===== src/hw/mca_defines.vh =====
// Purpose: Shared constants of the meter cycle and annunciator control
// Assumes: 50 MHz system clock, 32-bit classic Wishbone register port
// Notes:   Times are kept in ms and turned into cycle counts in the module
`ifndef MCA_DEFINES_VH
`define MCA_DEFINES_VH

// Clock rate in kHz, cycles per millisecond
`define MCA_CLK_KHZ       50000

// Normal conversion phase times in ms
`define MCA_SETTLE_MS     20
`define MCA_ZERO_MS       20
`define MCA_INT_MS        100
`define MCA_RUN_MS        110
// Shortened phase times in ms, continuity and diode
`define MCA_SETTLE_S_MS   4
`define MCA_ZERO_S_MS     4
`define MCA_INT_S_MS      20
`define MCA_RUN_S_MS      22
// Frequency counter cycle times in ms
`define MCA_FR_LOW_MS     500
`define MCA_FR_UP_MS      1050
// Speed-up factors while auto ranging settles
`define MCA_FAST_DIV      5
`define MCA_FREQ_DIV      10

// Register word offsets (byte address bits 4:2)
`define MCA_REG_CFG       3'h0
`define MCA_REG_FLAGS     3'h1
`define MCA_REG_CMD       3'h2
`define MCA_REG_STATUS    3'h3
`define MCA_REG_ANNUN     3'h4

// Mode codes in CFG[3:0]
`define MCA_MODE_VOLT     4'h0
`define MCA_MODE_CURR     4'h1
`define MCA_MODE_OHM      4'h2
`define MCA_MODE_ADP      4'h3
`define MCA_MODE_CONT     4'h4
`define MCA_MODE_DIODE    4'h5
`define MCA_MODE_FREQ     4'h6
`define MCA_MODE_CAP      4'h7
`define MCA_MODE_TEMP     4'h8
// Current unit codes in CFG[9:8]
`define MCA_UNIT_UA       2'h0
`define MCA_UNIT_MA       2'h1
`define MCA_UNIT_A        2'h2

// CFG field positions
`define MCA_CFG_RANGE_LSB 4
`define MCA_CFG_AC        7
`define MCA_CFG_UNIT_LSB  8
// FLAGS bit positions
`define MCA_FL_AUTO       0
`define MCA_FL_HOLD       1
`define MCA_FL_OFFS       2
`define MCA_FL_MAX        3
`define MCA_FL_MIN        4
`define MCA_FL_TEMPF      5
`define MCA_FL_PWROFF     6
`define MCA_FL_RS232      7
// CMD bit positions, write one to act
`define MCA_CMD_CHANGED   0
`define MCA_CMD_STABLE    1

// Annunciator vector bit positions
`define MCA_AN_CONT       0
`define MCA_AN_DIODE      1
`define MCA_AN_HZ         2
`define MCA_AN_FARAD      3
`define MCA_AN_DC         4
`define MCA_AN_AC         5
`define MCA_AN_AUTO       6
`define MCA_AN_FIXED      7
`define MCA_AN_HOLD       8
`define MCA_AN_OFFS       9
`define MCA_AN_MAXMIN     10
`define MCA_AN_MILLI1     11
`define MCA_AN_MICRO1     12
`define MCA_AN_NANO       13
`define MCA_AN_MILLI2     14
`define MCA_AN_MICRO2     15
`define MCA_AN_MEGA       16
`define MCA_AN_KILO       17
`define MCA_AN_DEGC       18
`define MCA_AN_DEGF       19
`define MCA_AN_PWROFF     20
`define MCA_AN_RS232      21
`define MCA_AN_WIDTH      22

// Reset values
`define MCA_CFG_RST       10'h000
`define MCA_FLAGS_RST     8'h01

`endif


===== src/hw/mca_ctrl.v =====
// Purpose: Dual-slope conversion sequencer, frequency gate timer and
//          LCD annunciator decode of an auto-ranging meter
// Assumes: One 50 MHz clock, synchronous active-high reset, classic
//          Wishbone slave for the mode, range and function state
// Notes:   Phase lengths and gate periods are parameters so a bench can
//          run them short; the register map is local to this block
//
// Sequencer behaviour
// The four phase outputs are levels taken straight from a one-hot
// Register, so the analog switches never see a decode glitch.
// Each phase counts its own cycles and hands over when the count
// Reaches its length; the next phase starts with the counter at zero.
// The length is chosen every cycle from the current mode, so a mode
// Write in mid-phase takes hold at once rather than next conversion.
// Because the end test is a greater-or-equal compare, a phase that is
// Already longer than its new length ends on the very next edge.
// That trades one clipped conversion for never stalling a full phase.
// The done pulse follows the last run-down cycle by one clock.
//
// Speed-up behaviour
// Software writes the range-changed bit when it moves the range and
// The stable bit once readings settle; if both arrive together the
// Range change wins, so a settle cannot hide a fresh range move.
// The fast lengths are divided at elaboration, so no divider is built;
// Lengths that are not multiples of the factor are truncated.
// Continuity and diode timing always wins over the fast cycle.
// Leaving the settling flag set outside the qualifying modes is
// Harmless: the fast paths also look at the mode and auto flags.
//
// Frequency gate
// The gate timer is held at zero outside frequency mode, so entering
// The mode always starts a full gate period.
// A range write mid-period shortens or stretches only that period.
//
// Annunciator decode
// All symbols are decoded from the stored mode, range, unit and
// Function flags, then registered once so the glass driver sees
// Clean levels one cycle after a register write.
// Range codes with no prefix simply light no prefix segment.
//
// Limitations
// Capacitance and temperature run the normal conversion timing;
// Per-range capacitance times are left to the far side.
// Only byte lanes zero and one reach the configuration registers.
//
// Overview of operation
// - Mode symbols: continuity, diode, hertz, farad
// - DC lit for DC voltage or current
// - AC lit for AC voltage or current
// - Auto when auto ranging, else fixed range
// - Hold symbol while hold is active
// - Offset reference symbol while relative active
// - Max/min symbol when either hold active
// - Capacitance: one prefix milli, micro or nano
// - Milli2 for millivolt or milliamp ranges
// - Micro2 for microamp current ranges
// - Resistance: mega or kilo prefix by range
// - Temperature: exactly one of Celsius, Fahrenheit
// - Power-off symbol when auto power-off enabled
// - RS232 symbol when serial output enabled
// - Four phases in fixed order
// - Normal phases 20, 20, 100, 110 ms
// - Continuity/diode phases 4, 4, 20, 22 ms
// - Auto DCV/ohm settling runs five times faster
// - Lowest frequency range cycles every 0.5 s
// - Upper frequency ranges cycle every 1.05 s
// - Auto frequency settling runs ten times faster
//
// Design decisions made here: the register offsets and the Wishbone slave port.
`timescale 1ns/1ns
`include "mca_defines.vh"

module mca_ctrl #(
	parameter [31:0] P_SETTLE_CYC   = `MCA_SETTLE_MS * `MCA_CLK_KHZ,
	parameter [31:0] P_ZERO_CYC     = `MCA_ZERO_MS * `MCA_CLK_KHZ,
	parameter [31:0] P_INT_CYC      = `MCA_INT_MS * `MCA_CLK_KHZ,
	parameter [31:0] P_RUN_CYC      = `MCA_RUN_MS * `MCA_CLK_KHZ,
	parameter [31:0] P_SETTLE_S_CYC = `MCA_SETTLE_S_MS * `MCA_CLK_KHZ,
	parameter [31:0] P_ZERO_S_CYC   = `MCA_ZERO_S_MS * `MCA_CLK_KHZ,
	parameter [31:0] P_INT_S_CYC    = `MCA_INT_S_MS * `MCA_CLK_KHZ,
	parameter [31:0] P_RUN_S_CYC    = `MCA_RUN_S_MS * `MCA_CLK_KHZ,
	parameter [31:0] P_FR_LOW_CYC   = `MCA_FR_LOW_MS * `MCA_CLK_KHZ,
	parameter [31:0] P_FR_UP_CYC    = `MCA_FR_UP_MS * `MCA_CLK_KHZ
) (
	input  wire                      clk_i,
	input  wire                      rst_i,
	input  wire                      wb_cyc_i,
	input  wire                      wb_stb_i,
	input  wire                      wb_we_i,
	input  wire [4:0]                wb_adr_i,
	input  wire [3:0]                wb_sel_i,
	input  wire [31:0]               wb_dat_i,
	output reg  [31:0]               wb_dat_o,
	output reg                       wb_ack_o,
	output wire                      zero_settle_o,
	output wire                      auto_zero_o,
	output wire                      ramp_up_o,
	output wire                      rundown_o,
	output reg                       conv_done_o,
	output reg                       freq_cycle_o,
	output reg  [`MCA_AN_WIDTH-1:0]  annun_o
);

	// One-hot phase codes
	localparam [3:0] PH_SETTLE = 4'b0001;
	localparam [3:0] PH_ZERO   = 4'b0010;
	localparam [3:0] PH_INT    = 4'b0100;
	localparam [3:0] PH_RUN    = 4'b1000;

	// Sped-up counts, fixed at elaboration so no divider is built
	localparam [31:0] SETTLE_F = P_SETTLE_CYC / `MCA_FAST_DIV;
	localparam [31:0] ZERO_F   = P_ZERO_CYC / `MCA_FAST_DIV;
	localparam [31:0] INT_F    = P_INT_CYC / `MCA_FAST_DIV;
	localparam [31:0] RUN_F    = P_RUN_CYC / `MCA_FAST_DIV;
	localparam [31:0] FR_LOW_F = P_FR_LOW_CYC / `MCA_FREQ_DIV;
	localparam [31:0] FR_UP_F  = P_FR_UP_CYC / `MCA_FREQ_DIV;

	// Software-visible state
	reg  [9:0]  cfg;           // Mode, range, AC flag, current unit
	reg  [7:0]  flags;         // Function enables
	reg         settling;      // Range just changed, run fast

	// Sequencer state
	reg  [3:0]  phase;         // Current conversion phase
	reg  [3:0]  next_phase;    // Phase after this cycle
	reg  [31:0] phase_cnt;     // Cycles spent in current phase
	reg  [31:0] phase_len;     // Length of current phase
	reg  [31:0] freq_cnt;      // Cycles in current gate cycle
	reg  [31:0] freq_len;      // Length of gate cycle

	// Decoded fields
	wire [3:0]  mode    = cfg[3:0];
	wire [2:0]  range   = cfg[`MCA_CFG_RANGE_LSB+2:`MCA_CFG_RANGE_LSB];
	wire        ac      = cfg[`MCA_CFG_AC];
	wire [1:0]  unit    = cfg[`MCA_CFG_UNIT_LSB+1:`MCA_CFG_UNIT_LSB];
	wire        is_volt = (mode == `MCA_MODE_VOLT);
	wire        is_curr = (mode == `MCA_MODE_CURR);
	wire        is_ohm  = (mode == `MCA_MODE_OHM);
	wire        is_cap  = (mode == `MCA_MODE_CAP);
	wire        is_frq  = (mode == `MCA_MODE_FREQ);
	wire        is_temp = (mode == `MCA_MODE_TEMP);
	wire        is_vi   = is_volt | is_curr;
	wire        auto_on = flags[`MCA_FL_AUTO];
	wire        short_m = (mode == `MCA_MODE_CONT) | (mode == `MCA_MODE_DIODE);
	// Fast conversion only for auto DC volts or ohms
	wire        fast_cv = settling & auto_on & ((is_volt & ~ac) | is_ohm);
	// Fast gate only for auto frequency
	wire        fast_fr = settling & auto_on & is_frq;
	wire        phase_end = (phase_cnt >= phase_len - 32'h0000_0001);
	wire        freq_end  = (freq_cnt >= freq_len - 32'h0000_0001);

	// Bus decode
	wire        bus_req = wb_cyc_i & wb_stb_i & ~wb_ack_o;
	wire        bus_wr  = bus_req & wb_we_i;
	wire [2:0]  word    = wb_adr_i[4:2];

	// Phase outputs straight from the one-hot state
	assign zero_settle_o = phase[0];
	assign auto_zero_o   = phase[1];
	assign ramp_up_o     = phase[2];
	assign rundown_o     = phase[3];

	// Length of the phase now running
	always @* begin
		phase_len = P_SETTLE_CYC;
		case (phase)
			PH_SETTLE: begin
				if (short_m) begin
					phase_len = P_SETTLE_S_CYC;
				end else if (fast_cv) begin
					phase_len = SETTLE_F;
				end else begin
					phase_len = P_SETTLE_CYC;
				end
			end
			PH_ZERO: begin
				if (short_m) begin
					phase_len = P_ZERO_S_CYC;
				end else if (fast_cv) begin
					phase_len = ZERO_F;
				end else begin
					phase_len = P_ZERO_CYC;
				end
			end
			PH_INT: begin
				if (short_m) begin
					phase_len = P_INT_S_CYC;
				end else if (fast_cv) begin
					phase_len = INT_F;
				end else begin
					phase_len = P_INT_CYC;
				end
			end
			PH_RUN: begin
				if (short_m) begin
					phase_len = P_RUN_S_CYC;
				end else if (fast_cv) begin
					phase_len = RUN_F;
				end else begin
					phase_len = P_RUN_CYC;
				end
			end
			default: begin
				phase_len = P_SETTLE_CYC;
			end
		endcase
	end

	// Next phase; a stray code falls back to zero settle
	always @* begin
		next_phase = phase;
		case (phase)
			PH_SETTLE: begin
				if (phase_end) next_phase = PH_ZERO;
			end
			PH_ZERO: begin
				if (phase_end) next_phase = PH_INT;
			end
			PH_INT: begin
				if (phase_end) next_phase = PH_RUN;
			end
			PH_RUN: begin
				if (phase_end) next_phase = PH_SETTLE;
			end
			default: begin
				next_phase = PH_SETTLE;
			end
		endcase
	end

	// Phase register and its cycle counter
	always @(posedge clk_i) begin
		if (rst_i) begin
			phase       <= PH_SETTLE;
			phase_cnt   <= 32'h0000_0000;
			conv_done_o <= 1'b0;
		end else begin
			phase       <= next_phase;
			// Mode change mid-phase: >= compare ends an overlong phase at once
			phase_cnt   <= (next_phase != phase) ? 32'h0000_0000 : phase_cnt + 32'h0000_0001;
			conv_done_o <= (phase == PH_RUN) & phase_end;
		end
	end

	// Gate cycle length of the frequency counter
	always @* begin
		if (range == 3'h0) begin
			freq_len = fast_fr ? FR_LOW_F : P_FR_LOW_CYC;
		end else begin
			freq_len = fast_fr ? FR_UP_F : P_FR_UP_CYC;
		end
	end

	// Frequency gate timer, held at zero outside frequency mode
	always @(posedge clk_i) begin
		if (rst_i) begin
			freq_cnt     <= 32'h0000_0000;
			freq_cycle_o <= 1'b0;
		end else if (!is_frq) begin
			freq_cnt     <= 32'h0000_0000;
			freq_cycle_o <= 1'b0;
		end else begin
			freq_cnt     <= freq_end ? 32'h0000_0000 : freq_cnt + 32'h0000_0001;
			freq_cycle_o <= freq_end;
		end
	end

	// Annunciator decode from mode, range and function state
	reg [`MCA_AN_WIDTH-1:0] next_annun;
	always @* begin
		next_annun = {`MCA_AN_WIDTH{1'b0}};
		next_annun[`MCA_AN_CONT]   = (mode == `MCA_MODE_CONT);
		next_annun[`MCA_AN_DIODE]  = (mode == `MCA_MODE_DIODE);
		next_annun[`MCA_AN_HZ]     = is_frq;
		next_annun[`MCA_AN_FARAD]  = is_cap;
		next_annun[`MCA_AN_DC]     = is_vi & ~ac;
		next_annun[`MCA_AN_AC]     = is_vi & ac;
		next_annun[`MCA_AN_AUTO]   = auto_on;
		next_annun[`MCA_AN_FIXED]  = ~auto_on;
		next_annun[`MCA_AN_HOLD]   = flags[`MCA_FL_HOLD];
		next_annun[`MCA_AN_OFFS]   = flags[`MCA_FL_OFFS];
		next_annun[`MCA_AN_MAXMIN] = flags[`MCA_FL_MAX] | flags[`MCA_FL_MIN];
		next_annun[`MCA_AN_NANO]   = is_cap & (range <= 3'h1);
		next_annun[`MCA_AN_MICRO1] = is_cap & (range >= 3'h2) & (range <= 3'h4);
		next_annun[`MCA_AN_MILLI1] = is_cap & (range >= 3'h5);
		next_annun[`MCA_AN_MILLI2] = (is_volt & (range == 3'h4)) | (is_curr & (unit == `MCA_UNIT_MA));
		next_annun[`MCA_AN_MICRO2] = is_curr & (unit == `MCA_UNIT_UA);
		next_annun[`MCA_AN_KILO]   = is_ohm & (range >= 3'h1) & (range <= 3'h3);
		next_annun[`MCA_AN_MEGA]   = is_ohm & (range >= 3'h4) & (range <= 3'h6);
		next_annun[`MCA_AN_DEGF]   = is_temp & flags[`MCA_FL_TEMPF];
		next_annun[`MCA_AN_DEGC]   = is_temp & ~flags[`MCA_FL_TEMPF];
		next_annun[`MCA_AN_PWROFF] = flags[`MCA_FL_PWROFF];
		next_annun[`MCA_AN_RS232]  = flags[`MCA_FL_RS232];
	end

	// Annunciators registered so the glass driver sees clean levels
	always @(posedge clk_i) begin
		if (rst_i) begin
			annun_o <= {`MCA_AN_WIDTH{1'b0}};
		end else begin
			annun_o <= next_annun;
		end
	end

	// Register writes, low two byte lanes only
	always @(posedge clk_i) begin
		if (rst_i) begin
			cfg   <= `MCA_CFG_RST;
			flags <= `MCA_FLAGS_RST;
		end else if (bus_wr) begin
			case (word)
				`MCA_REG_CFG: begin
					if (wb_sel_i[0]) cfg[7:0] <= wb_dat_i[7:0];
					if (wb_sel_i[1]) cfg[9:8] <= wb_dat_i[9:8];
				end
				`MCA_REG_FLAGS: begin
					if (wb_sel_i[0]) flags <= wb_dat_i[7:0];
				end
				default: begin
					// Read-only or unmapped words ignore writes
				end
			endcase
		end
	end

	// Settling flag; a range-change write wins over a stable write
	always @(posedge clk_i) begin
		if (rst_i) begin
			settling <= 1'b0;
		end else if (bus_wr && word == `MCA_REG_CMD && wb_sel_i[0]) begin
			// enter or leave the fast cycle
			if (wb_dat_i[`MCA_CMD_CHANGED]) begin
				settling <= 1'b1;
			end else if (wb_dat_i[`MCA_CMD_STABLE]) begin
				settling <= 1'b0;
			end
		end
	end

	// Read data and ack, one wait state, unmapped reads return zero
	always @(posedge clk_i) begin
		if (rst_i) begin
			wb_ack_o <= 1'b0;
			wb_dat_o <= 32'h0000_0000;
		end else begin
			wb_ack_o <= bus_req;
			if (bus_req) begin
				case (word)
					`MCA_REG_CFG:    wb_dat_o <= {22'h000000, cfg};
					`MCA_REG_FLAGS:  wb_dat_o <= {24'h000000, flags};
					`MCA_REG_CMD:    wb_dat_o <= 32'h0000_0000;
					`MCA_REG_STATUS: wb_dat_o <= {24'h000000, freq_cycle_o, fast_fr, fast_cv, settling, phase};
					`MCA_REG_ANNUN:  wb_dat_o <= {10'h000, annun_o};
					default:         wb_dat_o <= 32'h0000_0000;
				endcase
			end
		end
	end

endmodule


===== config.mk =====
export PLATFORM = sky130hd
export DESIGN_NAME = mca_ctrl
export DESIGN_NICKNAME = d
export VERILOG_FILES = /design/src/hw/mca_ctrl.v
export VERILOG_INCLUDE_DIRS = /design/src /design/src/hw
export SDC_FILE = /design/constraint.sdc
export NUM_CORES = 1
export LEC_CHECK = 0
export ABC_AREA = 1
export BUFFER_PORTS_ARGS = -buffer_cell sky130_fd_sc_hd__buf_2
export CAP_MARGIN = 20
export CORE_MARGIN = 5
export CORE_UTILIZATION = 35
export CTS_CLUSTER_DIAMETER = 30
export DETAILED_ROUTE_END_ITERATION = 8
export GPL_TIMING_DRIVEN = 0
export SYNTH_ARGS = -nofsm -noshare
export SYNTH_HDL_FRONTEND = slang
export SYNTH_SLANG_ARGS = --single-unit

===== constraint.sdc =====
create_clock -name clk_i -period 8.57 [get_ports clk_i]
set_input_delay 0.4285 -clock clk_i [delete_from_list [all_inputs] [get_ports clk_i]]
set_output_delay 0.4285 -clock clk_i [all_outputs]
set_load 0.005 [all_outputs]

==> flow_summary.toml, run 1 <==
[floorplan]
start_util_pct = 35.30
ios = 107
die_area_um2 = 21510
design.core.area_um2 = 18520
die_h_um = 146.7
rows = 50
die_x_um = 146.7

[synth]
synth_cell_type_count = 40
ys_seq_area_share_pct = 41.03
yosys-top-cells-area = "dfxtp_1 (41%), ha_1 (8.8%), nand2_1 (6.5%), inv_1 (6.1%), nor2_1 (6.0%)"
yosysTopAreaCell = "dfxtp_1"
netlist_area_um2 = 6538
synth_common_cells = "dfxtp_1 (134), nand2_1 (114), inv_1 (106)"
synth_edf_count = 0
synth-async-reset-ratio_pct = 0
syn_inst = 831
synthFlopType = "dfxtp_1"
synth_top_area_share_pct = 41.03
synth.avg_cell_area_um2 = 7.867
yosysMostFrequentCell = "dfxtp_1"
ys_ff_latch = 134
yosysWarnings = 0

[sta]
max_freq_mhz = 251.0
setup_slack_ns = 4.586
period_needed_ns = 3.984
finClkSkew_ns = 0.009348
slew_headroom_pct = 28.22
setup_viol = 0
finalCritPeriodShare_pct = 46.49
tns_ns = 0
worstMarginPinSlew_ns = 1.068
rsz0062_at_grt = "false"
hold_viol = 0
timing.final.max_slew_violations = 0

[clock_tree]
insertion_delay_ns = 0.43
cts_resized = 0
cts-buffers-inserted = 17
hold_buffers = 0
post_cts_buffers = 0
root_buffer = "clkbuf_16"
cts_tree = "yes"
h-tree-depth = 4
cts_sinks = 134
cts.clk_slew.worst_paths_ns = 0.07
clockBufferDepth = 2

[grt]
gr-total-overflow = 0
antenna_found_initial = 0
use_met1_pct = 18.67
grt_pass1_wl_um = 24980
grt.busiest_layer = "met2"
grtUsageMet2_pct = 22.65
use_met3_pct = 3.755
grt_max_degree = 17
first_global_vias = 5152
grt_usage_pct = 14.29

[setup_path]
cp-end-kind = "flip-flop"
start_kind = "flip-flop"
arrival_ns = 4.30
critPathSlowestCell = "nor3_1"
crit_top_cell = "inv_1"
critPathRequiredTime_ns = 8.88
cp_max_fo = 10
path_delay_family = "simple AND/OR/NAND/NOR gates"
cp_num_buf_inv = 6
crit_chain = "inv_1 > nor2_1 > inv_1 > nor3_1 > inv_1 > ha_1 > inv_1 > ha_1 > inv_1 > o31ai_1 > a21oi_1 > nand2_1 > nand3_1 > nand3_2 > buf_2 > nor2_1"
worstSetupPathType = "flip-flop to flip-flop"
critPathMaxStageDelay_ns = 0.81

[routing]
firstDrtPassIters = 5
drtIter0Drc = 292
drt-total-wl_um = 14940
wl_per_cell_um = 12.57
ant_nets = 0
via_count = 5498
post-route-drc-count = 0
viasPerCell = 4.624

[placement]
place_congestion = 0.8345
dp_hpwl_um = 11610
port_buffers = 69
pre_cts_ws_ns = 4.590

[worst_hold_path]
hold_path_class = "input port to flip-flop"

[layout]
area_growth_pct = 19.90
nets = 1034
antenna_cells = 0
fill_cells = 1895
drive_gt1_share_pct = 18.12

[power_and_ir_drop]
p_leak_nw = 3.235
power_density_nw_per_um2 = 182.0
ir_drop_uv = 145.0

[run_status]
status = "completed"

[run]
max-cap-violations = 0
-- per-stage QoR --
stage | std cells | area [um^2] | util (%) | hold slack [ns] | total power, mW
6_report | 1189 | 7839 | 42.33 | 0.2686 | 1.427
5_1_grt | 1189 | 7839 | 42.33 | 0.2623 | 1.486
4_1_cts | 1189 | 7839 | 42.33 | 0.2425 | 1.447
3_5_place_dp | 1157 | 7262 | 39.22 | 0.4098 | 0.7304
3_3_place_gp | 1157 | 7262 | 39.22 | 0.4047 | 0.7296
2_1_floorplan | 854 | 6624 | - | 0.3920 | 0.7056
-- path summary, 6_finish.rpt --
path | start | to | slack [ns] | cells after the start
min | wb_dat_i[0] | flags[0] | 0.27 | 3
min reg2reg | cfg[7] | annun_o[4] | 0.42 | 1
max reg2reg | cfg[1] | freq_cnt[12] | 4.59 | 16
max | cfg[1] | freq_cnt[12] | 4.59 | 16
-- worst register-to-register path: cells and delay by family (launching register included) --
family	cells	cell delay, ns
AND/OR/NAND/NOR	6	1.41
buffers and inverters	6	1.01
adder cells (fa/ha/maj)	2	0.71
flip-flops	1	0.44
AO/OA/AOI/OAI	2	0.32
-- state kept, by name, indices dropped and copies added, names as in the netlist --
signal / cells
phase: 4
wb_dat_o: 22
annun_o: 22
freq_cnt: 32
freq_cycle_o: 1
wb_ack_o: 1
cfg: 10
flags: 8
conv_done_o: 1
settling: 1
phase_cnt: 32
-- kinds of logic (layout without fill, tap and decap cells) --
group	Yosys count	in the layout	share of synthesized area, %
compound gates	125	125	10.76
xor+xnor	43	43	5.761
fa+ha+maj	46	46	8.804
buf+inv	136	237	8.651
flops	134	134	41.03
other cells	2	25	0.1149
simple gates	345	345	24.88
-- power breakdown --
part	switching [mW]	internal [mW]	leakage, nW	total (mW)
Clock	0.321	0.389	0.280	0.710
Sequential	0.00564	0.631	1.09	0.636
Combinational	0.0527	0.0275	1.87	0.0802
Total	0.379	1.05	3.23	1.43
-- cells in the final DEF (no fill, tap or decap), drive strengths merged, types with 16 or more instances in the layout --
cell type	Yosys	layout
a21oi	53	53
buf	14	83
clkbuf	14	31
conb	2	25
dfxtp	134	134
ha	46	46
inv	108	120
nand2	122	122
nand3	30	30
nor2	139	139
nor3	30	30
o21ai	40	40
xnor2	16	16
xor2	27	27
-- metal layers --
metal / wire [um] / vias up
met3: 779 / 22
met4: 268 / 0
met2: 6757 / 110
met1: 7136 / 2478
met5: 0 / -
li1: - / 2888
-- cell type report --
type | instances | area, um^2 | area share [%]
Sequential cell | 134 | 2683 | 34.22
Tap cell | 234 | 292.8 | 3.735
Timing Repair Buffer | 69 | 345.3 | 4.405
Buffer | 28 | 160.2 | 2.043
Inverter | 108 | 405.4 | 5.172
Multi-Input combinational cell | 584 | 3376 | 43.06
Clock buffer | 17 | 425.4 | 5.427
Clock inverter | 15 | 151.4 | 1.931
Note: power is estimated with default switching activity, not from simulation.
==> run 2, diff against run 1 <==
--- a/config.mk
+++ b/config.mk
@@ -6,7 +6,7 @@
 export SDC_FILE = /design/constraint.sdc
 export NUM_CORES = 1
 export LEC_CHECK = 0
-export ABC_AREA = 1
+export ABC_AREA = 0
 export BUFFER_PORTS_ARGS = -buffer_cell sky130_fd_sc_hd__buf_2
 export CAP_MARGIN = 20
 export CORE_MARGIN = 5
==> constraint.sdc (replaced) <==
create_clock -name clk_i -period 3.46 [get_ports clk_i]
set_input_delay 0.173 -clock clk_i [delete_from_list [all_inputs] [get_ports clk_i]]
set_output_delay 0.173 -clock clk_i [all_outputs]
set_load 0.005 [all_outputs]
==> flow_summary.toml, run 2 <==
[run_status]
status = "completed"

[routing]
met1_length_um = 7400
met2WireLength_um = 7402
highest_layer = "met4"
wl_met3_um = 657
firstDrtPassIters = 5
ant_nets = 0
via_count = 5300
wl_per_cell_um = 14.52
drtIter0Drc = 315
viasPerCell = 4.912
post-route-drc-count = 0
drt-total-wl_um = 15670

[setup_path]
cp-end-kind = "flip-flop"
critPathMaxStageDelay_ns = 0.38
reg2regPathDepth = 15
cp_num_cells = 15
worstSetupPathType = "flip-flop to flip-flop"
critPathSlowestCell = "or3_4"
path_delay_family = "simple AND/OR/NAND/NOR gates"
cp_num_buf_inv = 2
cp_max_fo = 10
arrival_ns = 3.64
critPathRequiredTime_ns = 3.82
start_kind = "flip-flop"
crit_chain = "nor3_4 > a41oi_2 > nand2b_4 > or2_2 > o21ai_1 > nand2b_1 > ha_1 > a21oi_1 > nand2_1 > a221oi_4 > o211ai_4 > or3_4 > buf_6 > buf_12 > nor2_4"

[layout]
largestRegisters = "freq_cnt x32, phase_cnt x32"
area_growth_pct = 23.98
final_util_pct = 44.37
drive_gt1_share_pct = 21.20
nets = 928
final_common_cell = "dfxtp_1"
final_cell_mix = "dfxtp_1 (127), nor2_1 (73), buf_2 (69)"

[sta]
finClkSkew_ns = 0.01047
holdWs_ns = 0.01108
slew_headroom_pct = 39.50
hold_viol = 0
period_needed_ns = 3.281
setup_viol = 0
setup_slack_ns = 0.1792
finalCritPeriodShare_pct = 94.82
max_freq_mhz = 304.8
timing.final.max_slew_violations = 0
worstMarginPinSlew_ns = 0.9021

[synth]
synth_top_family_by_area = "simple AND/OR/NAND/NOR gates"
yosys-top-cells-area = "dfxtp_1 (41%), ha_1 (8.9%), nor2_1 (4.2%), xnor2_1 (3.2%), xor2_1 (3.2%)"
synth.avg_cell_area_um2 = 9.084
netlist_area_um2 = 6495
synth_common_cells = "dfxtp_1 (134), nor2_1 (73), nand2_1 (51)"
synthMuxAreaShare_pct = 3.814
yosysTopAreaCell = "dfxtp_1"
synth_cell_type_count = 53
synthSimpleGateAreaFrac_pct = 24.23
synth_top_area_share_pct = 41.30
synthFlopType = "dfxtp_1"
synth_xor_area_share_pct = 6.473
ys_seq_area_share_pct = 41.30
synth_edf_count = 0
syn_inst = 715
yosysMostFrequentCell = "dfxtp_1"
synthAdderAreaFrac_pct = 8.861
yosysWarnings = 0
synth-async-reset-ratio_pct = 0
synth_compound_area_share_pct = 10.27
ys_ff_latch = 134

[clock_tree]
cts.clk_slew.worst_paths_ns = 0.07
cts_tree = "yes"
h-tree-depth = 4
clockBufferDepth = 2
cts_sinks = 134
insertion_delay_ns = 0.42
root_buffer = "clkbuf_16"
cts-buffers-inserted = 17

[power_and_ir_drop]
power_density_nw_per_um2 = 430.7
p_leak_nw = 3.339
combPwrFrac_pct = 4.2
clkPwrFrac_pct = 50.3
p_seq_share_pct = 45.5
p_sw_uw = 892.5
ir_drop_uv = 300.1
swShare_pct = 25.73
p_int_mw = 2.576

[worst_hold_path]
hold_path_class = "input port to flip-flop"
hold_depth = 3

[floorplan]
die_area_um2 = 21380
die_h_um = 146.2
ios = 107
rows = 49
design.core.area_um2 = 18150
start_util_pct = 35.79
die_x_um = 146.2

[grt]
first_global_vias = 5037
antenna_found_initial = 0
grt_max_degree = 17
grt_usage_pct = 14.58
grt_pass1_wl_um = 25560
gr-total-overflow = 0

[placement]
dp_hpwl_um = 11490
port_buffers = 68
pre_cts_ws_ns = -0.8176
place_congestion = 0.8500

[run]
max-cap-violations = 0
==> run 2: cell types whose count changed after synthesis, moves of 9 or more <==
cell and delta:
a22oi_1 +15, nor2_2 -20, nand2_1 -63, inv_1 -84, nor2_1 -32, a21oi_1 -29, nor3b_1 +9, clkbuf_1 +12
nor2b_1 +14, o21ai_0 -23, nor3_1 +11, mux2i_1 +18
==> run 2: logic make-up after synthesis <==
kind of cell | Yosys count
simple gates | 299
flops | 134
compound gates | 96
buf+inv | 66
xor+xnor | 48
fa+ha+maj | 46
mux | 24
other cells | 2
==> run 2: final cells by class <==
cell class,count,area [um^2]
fillers,1775,10090
multi-input cells,538,3709
flip-flops and latches,134,2699
repair buffers,83,467.9
clock buffers,17,425.4
well taps,229,286.5
plain buffers,40,227.7
clock inverters,15,152.6
inverters,22,82.58
diodes,1,2.502
==> run 2: worst register-to-register path, cell delays in order (launching register included) <==
cell and delay, ns:
dfxtp_4 0.37, nor3_4 0.23, a41oi_2 0.17, nand2b_4 0.19, or2_2 0.32, o21ai_1 0.08, nand2b_1 0.07, ha_1 0.30
a21oi_1 0.16, nand2_1 0.11, a221oi_4 0.31, o211ai_4 0.13, or3_4 0.38, buf_6 0.14, buf_12 0.16, nor2_4 0.11
==> run 2: stage by stage <==
step / setup TNS [ns] / area (um^2) / cells / power, mW
2_1_floorplan: 0 / 6591 / 738 / 1.696
3_3_place_gp: -37.12 / 7218 / 1035 / 1.746
3_5_place_dp: -36.36 / 7218 / 1035 / 1.747
4_1_cts: 0 / 7930 / 1074 / 3.504
5_1_grt: -0.0006768 / 8050 / 1078 / 3.595
6_report: 0 / 8053 / 1079 / 3.469
==> run 2: power groups by stage <==
stage	Clock, mW	Sequential [mW]	Combinational (mW)
after floorplan	0	1.60	0.0954
after global placement	0	1.60	0.143
after detailed placement	0	1.60	0.143
after CTS	1.79	1.58	0.139
after global routing	1.85	1.58	0.162
final	1.74	1.58	0.145
==> run 2: routing by layer <==
layer / GRT usage (%) / up-vias
li1: - / 2729
met1: 18.86 / 2440
met2: 23.76 / 116
met3: 3.626 / 15
met4: 5.033 / 0
met5: 0 / -
==> run 2: final timing paths <==
path	slack (ns)	endpoint	from
max reg2reg	0.18	phase_cnt[11]	cfg[0]
max	0.18	phase_cnt[11]	cfg[0]
min reg2reg	0.46	annun_o[18]	flags[5]
min	0.01	cfg[3]	wb_dat_i[3]
==> run 2: repair_timing <==
item / in CTS / in global routing
endpoints found under the hold margin: 8 / 0
hold buffers: 6 / 0
buffers inserted: 5 / 4
endpoints found under the setup margin: 57 / 48
gates resized for setup: 11 / 24
pin swaps: 4 / 5
==> run 3, diff against run 2 <==
==> constraint.sdc (replaced) <==
create_clock -name clk_i -period 3.46 [get_ports clk_i]
set_input_delay 0.519 -clock clk_i [delete_from_list [all_inputs] [get_ports clk_i]]
set_output_delay 0.519 -clock clk_i [all_outputs]
set_load 0.005 [all_outputs]
==> flow_summary.toml, run 3 (synthesis results as in run 2) <==
[floorplan]
die_x_um = 146.2
design.core.area_um2 = 18150
rows = 49
ios = 107
start_util_pct = 35.79
die_area_um2 = 21380
die_h_um = 146.2

[layout]
drive_gt1_share_pct = 21.35
final_util_pct = 44.03
area_growth_pct = 23.02
stdcell_area_um2 = 7990
final_cell_mix = "dfxtp_1 (127), nor2_1 (73), buf_2 (69)"
antenna_cells = 0
largestRegisters = "freq_cnt x32, phase_cnt x32"
finalNonFillerCells = 1072
final_common_cell = "dfxtp_1"
nets = 922

[clock_tree]
clockBufferDepth = 2
cts_sinks = 134
root_buffer = "clkbuf_16"
cts-buffers-inserted = 17
hold_buffers = 0
h-tree-depth = 4
cts_tree = "yes"
insertion_delay_ns = 0.42
cts.clk_slew.worst_paths_ns = 0.06

[sta]
timing.final.max_slew_violations = 0
slew_headroom_pct = 39.59
finClkSkew_ns = 0.01036
hold_viol = 0
setup_viol = 0
period_needed_ns = 3.287
finalCritPeriodShare_pct = 95.00
worstMarginPinSlew_ns = 0.9007
max_freq_mhz = 304.2

[placement]
postPlaceCellArea_um2 = 7218
place_congestion = 0.8500
dp.cells = 1035
dp_hpwl_um = 11490
port_buffers = 68

[power_and_ir_drop]
p_leak_nw = 3.314
combPwrFrac_pct = 4.0
clkPwrFrac_pct = 50.4
swShare_pct = 25.74
p_total_mw = 3.463
power_density_nw_per_um2 = 433.4
p_seq_share_pct = 45.6
ir_drop_uv = 300.8
p_sw_uw = 891.5
p_int_mw = 2.572

[grt]
antenna_found_initial = 0
grt_max_degree = 17
first_global_vias = 4999
grt_usage_pct = 14.56
grt_pass1_wl_um = 25500
gr-total-overflow = 0

[routing]
via_count = 5303
post-route-drc-count = 0
viasPerCell = 4.947
wl_per_cell_um = 14.58
firstDrtPassIters = 5
drtIter0Drc = 366
drt-total-wl_um = 15630
ant_nets = 0

[setup_path]
arrival_ns = 3.65
cp_max_fo = 10
cp-end-kind = "flip-flop"
critPathRequiredTime_ns = 3.82
start_kind = "flip-flop"
reg2regPathDepth = 15
worstSetupPathType = "flip-flop to flip-flop"

[worst_hold_path]
hold_path_class = "input port to flip-flop"
hold_depth = 3

[run]
max-cap-violations = 0

[run_status]
status = "completed"
-- run 3: cell count changes in the layout (fill, tap and decap cells not counted), sizes merged --
cell         delta
diode           -1
dlygate4sd3     -6
-- run 3: cell type report --
cell class                 instances  area (um^2)
buffer                            40        227.7
clock buffer                      17        425.4
clock inverter                    15        152.6
fill                            1779        10160
inverter                          22        82.58
multi-input combinational        538         3709
sequential                       134         2699
tap                              229        286.5
timing repair buffer              77        407.9
-- run 3: power groups by stage --
stage | registers [mW] | clock network [mW] | logic, mW
5_1_grt | 1.58 | 1.85 | 0.155
3_3_place_gp | 1.60 | 0 | 0.143
4_1_cts | 1.58 | 1.79 | 0.133
2_1_floorplan | 1.60 | 0 | 0.0954
3_5_place_dp | 1.60 | 0 | 0.143
6_report | 1.58 | 1.74 | 0.139
-- run 3: worst paths after layout --
| path | from | endpoint | slack (ns) |
|---|---|---|---|
| hold reg to reg | flags[5] | annun_o[18] | 0.46 |
| hold / removal | wb_dat_i[4] | flags[4] | 0.35 |
| setup reg to reg | cfg[0] | phase_cnt[11] | 0.17 |
| setup / recovery | cfg[0] | phase_cnt[11] | 0.17 |
-- run 3: worst max-delay path, stage by stage, from the launching register on --
cell,delay [ns]
dfxtp_4,0.37
nor3_4,0.23
a41oi_2,0.17
nand2b_4,0.19
or2_2,0.32
o21ai_1,0.08
nand2b_1,0.07
ha_1,0.31
a21oi_1,0.16
nand2_1,0.11
a221oi_4,0.31
o211ai_4,0.13
or3_4,0.38
buf_6,0.14
buf_12,0.16
nor2_4,0.10
-- run 3: repair_timing --
item / 4_1_cts / 5_1_grt
pin swaps: 4 / 5
setup endpoints to repair: 57 / 48
resized for setup: 11 / 24
buffers inserted: 5 / 4
-- run 3: stage by stage --
stage               setup TNS, ns  hold WS (ns)  worst slack (ns)
global placement           -37.12        0.4576           -0.8310
CTS                             0        0.3324           0.04134
floorplan                       0        0.4208           0.02113
detailed placement         -36.36        0.4512           -0.8176
global route           -0.0006768        0.3494        -0.0006768
finish                          0        0.3491            0.1730
-- run 3: layer usage --
layer  wire length, um  vias to the layer above  global-route usage (%)
met2              7282                      114                   23.73
met5                 0                        -                       0
li1                  -                     2719                       -
met3               703                       18                   3.595
met4               238                        0                   5.033
met1              7400                     2452                   18.84
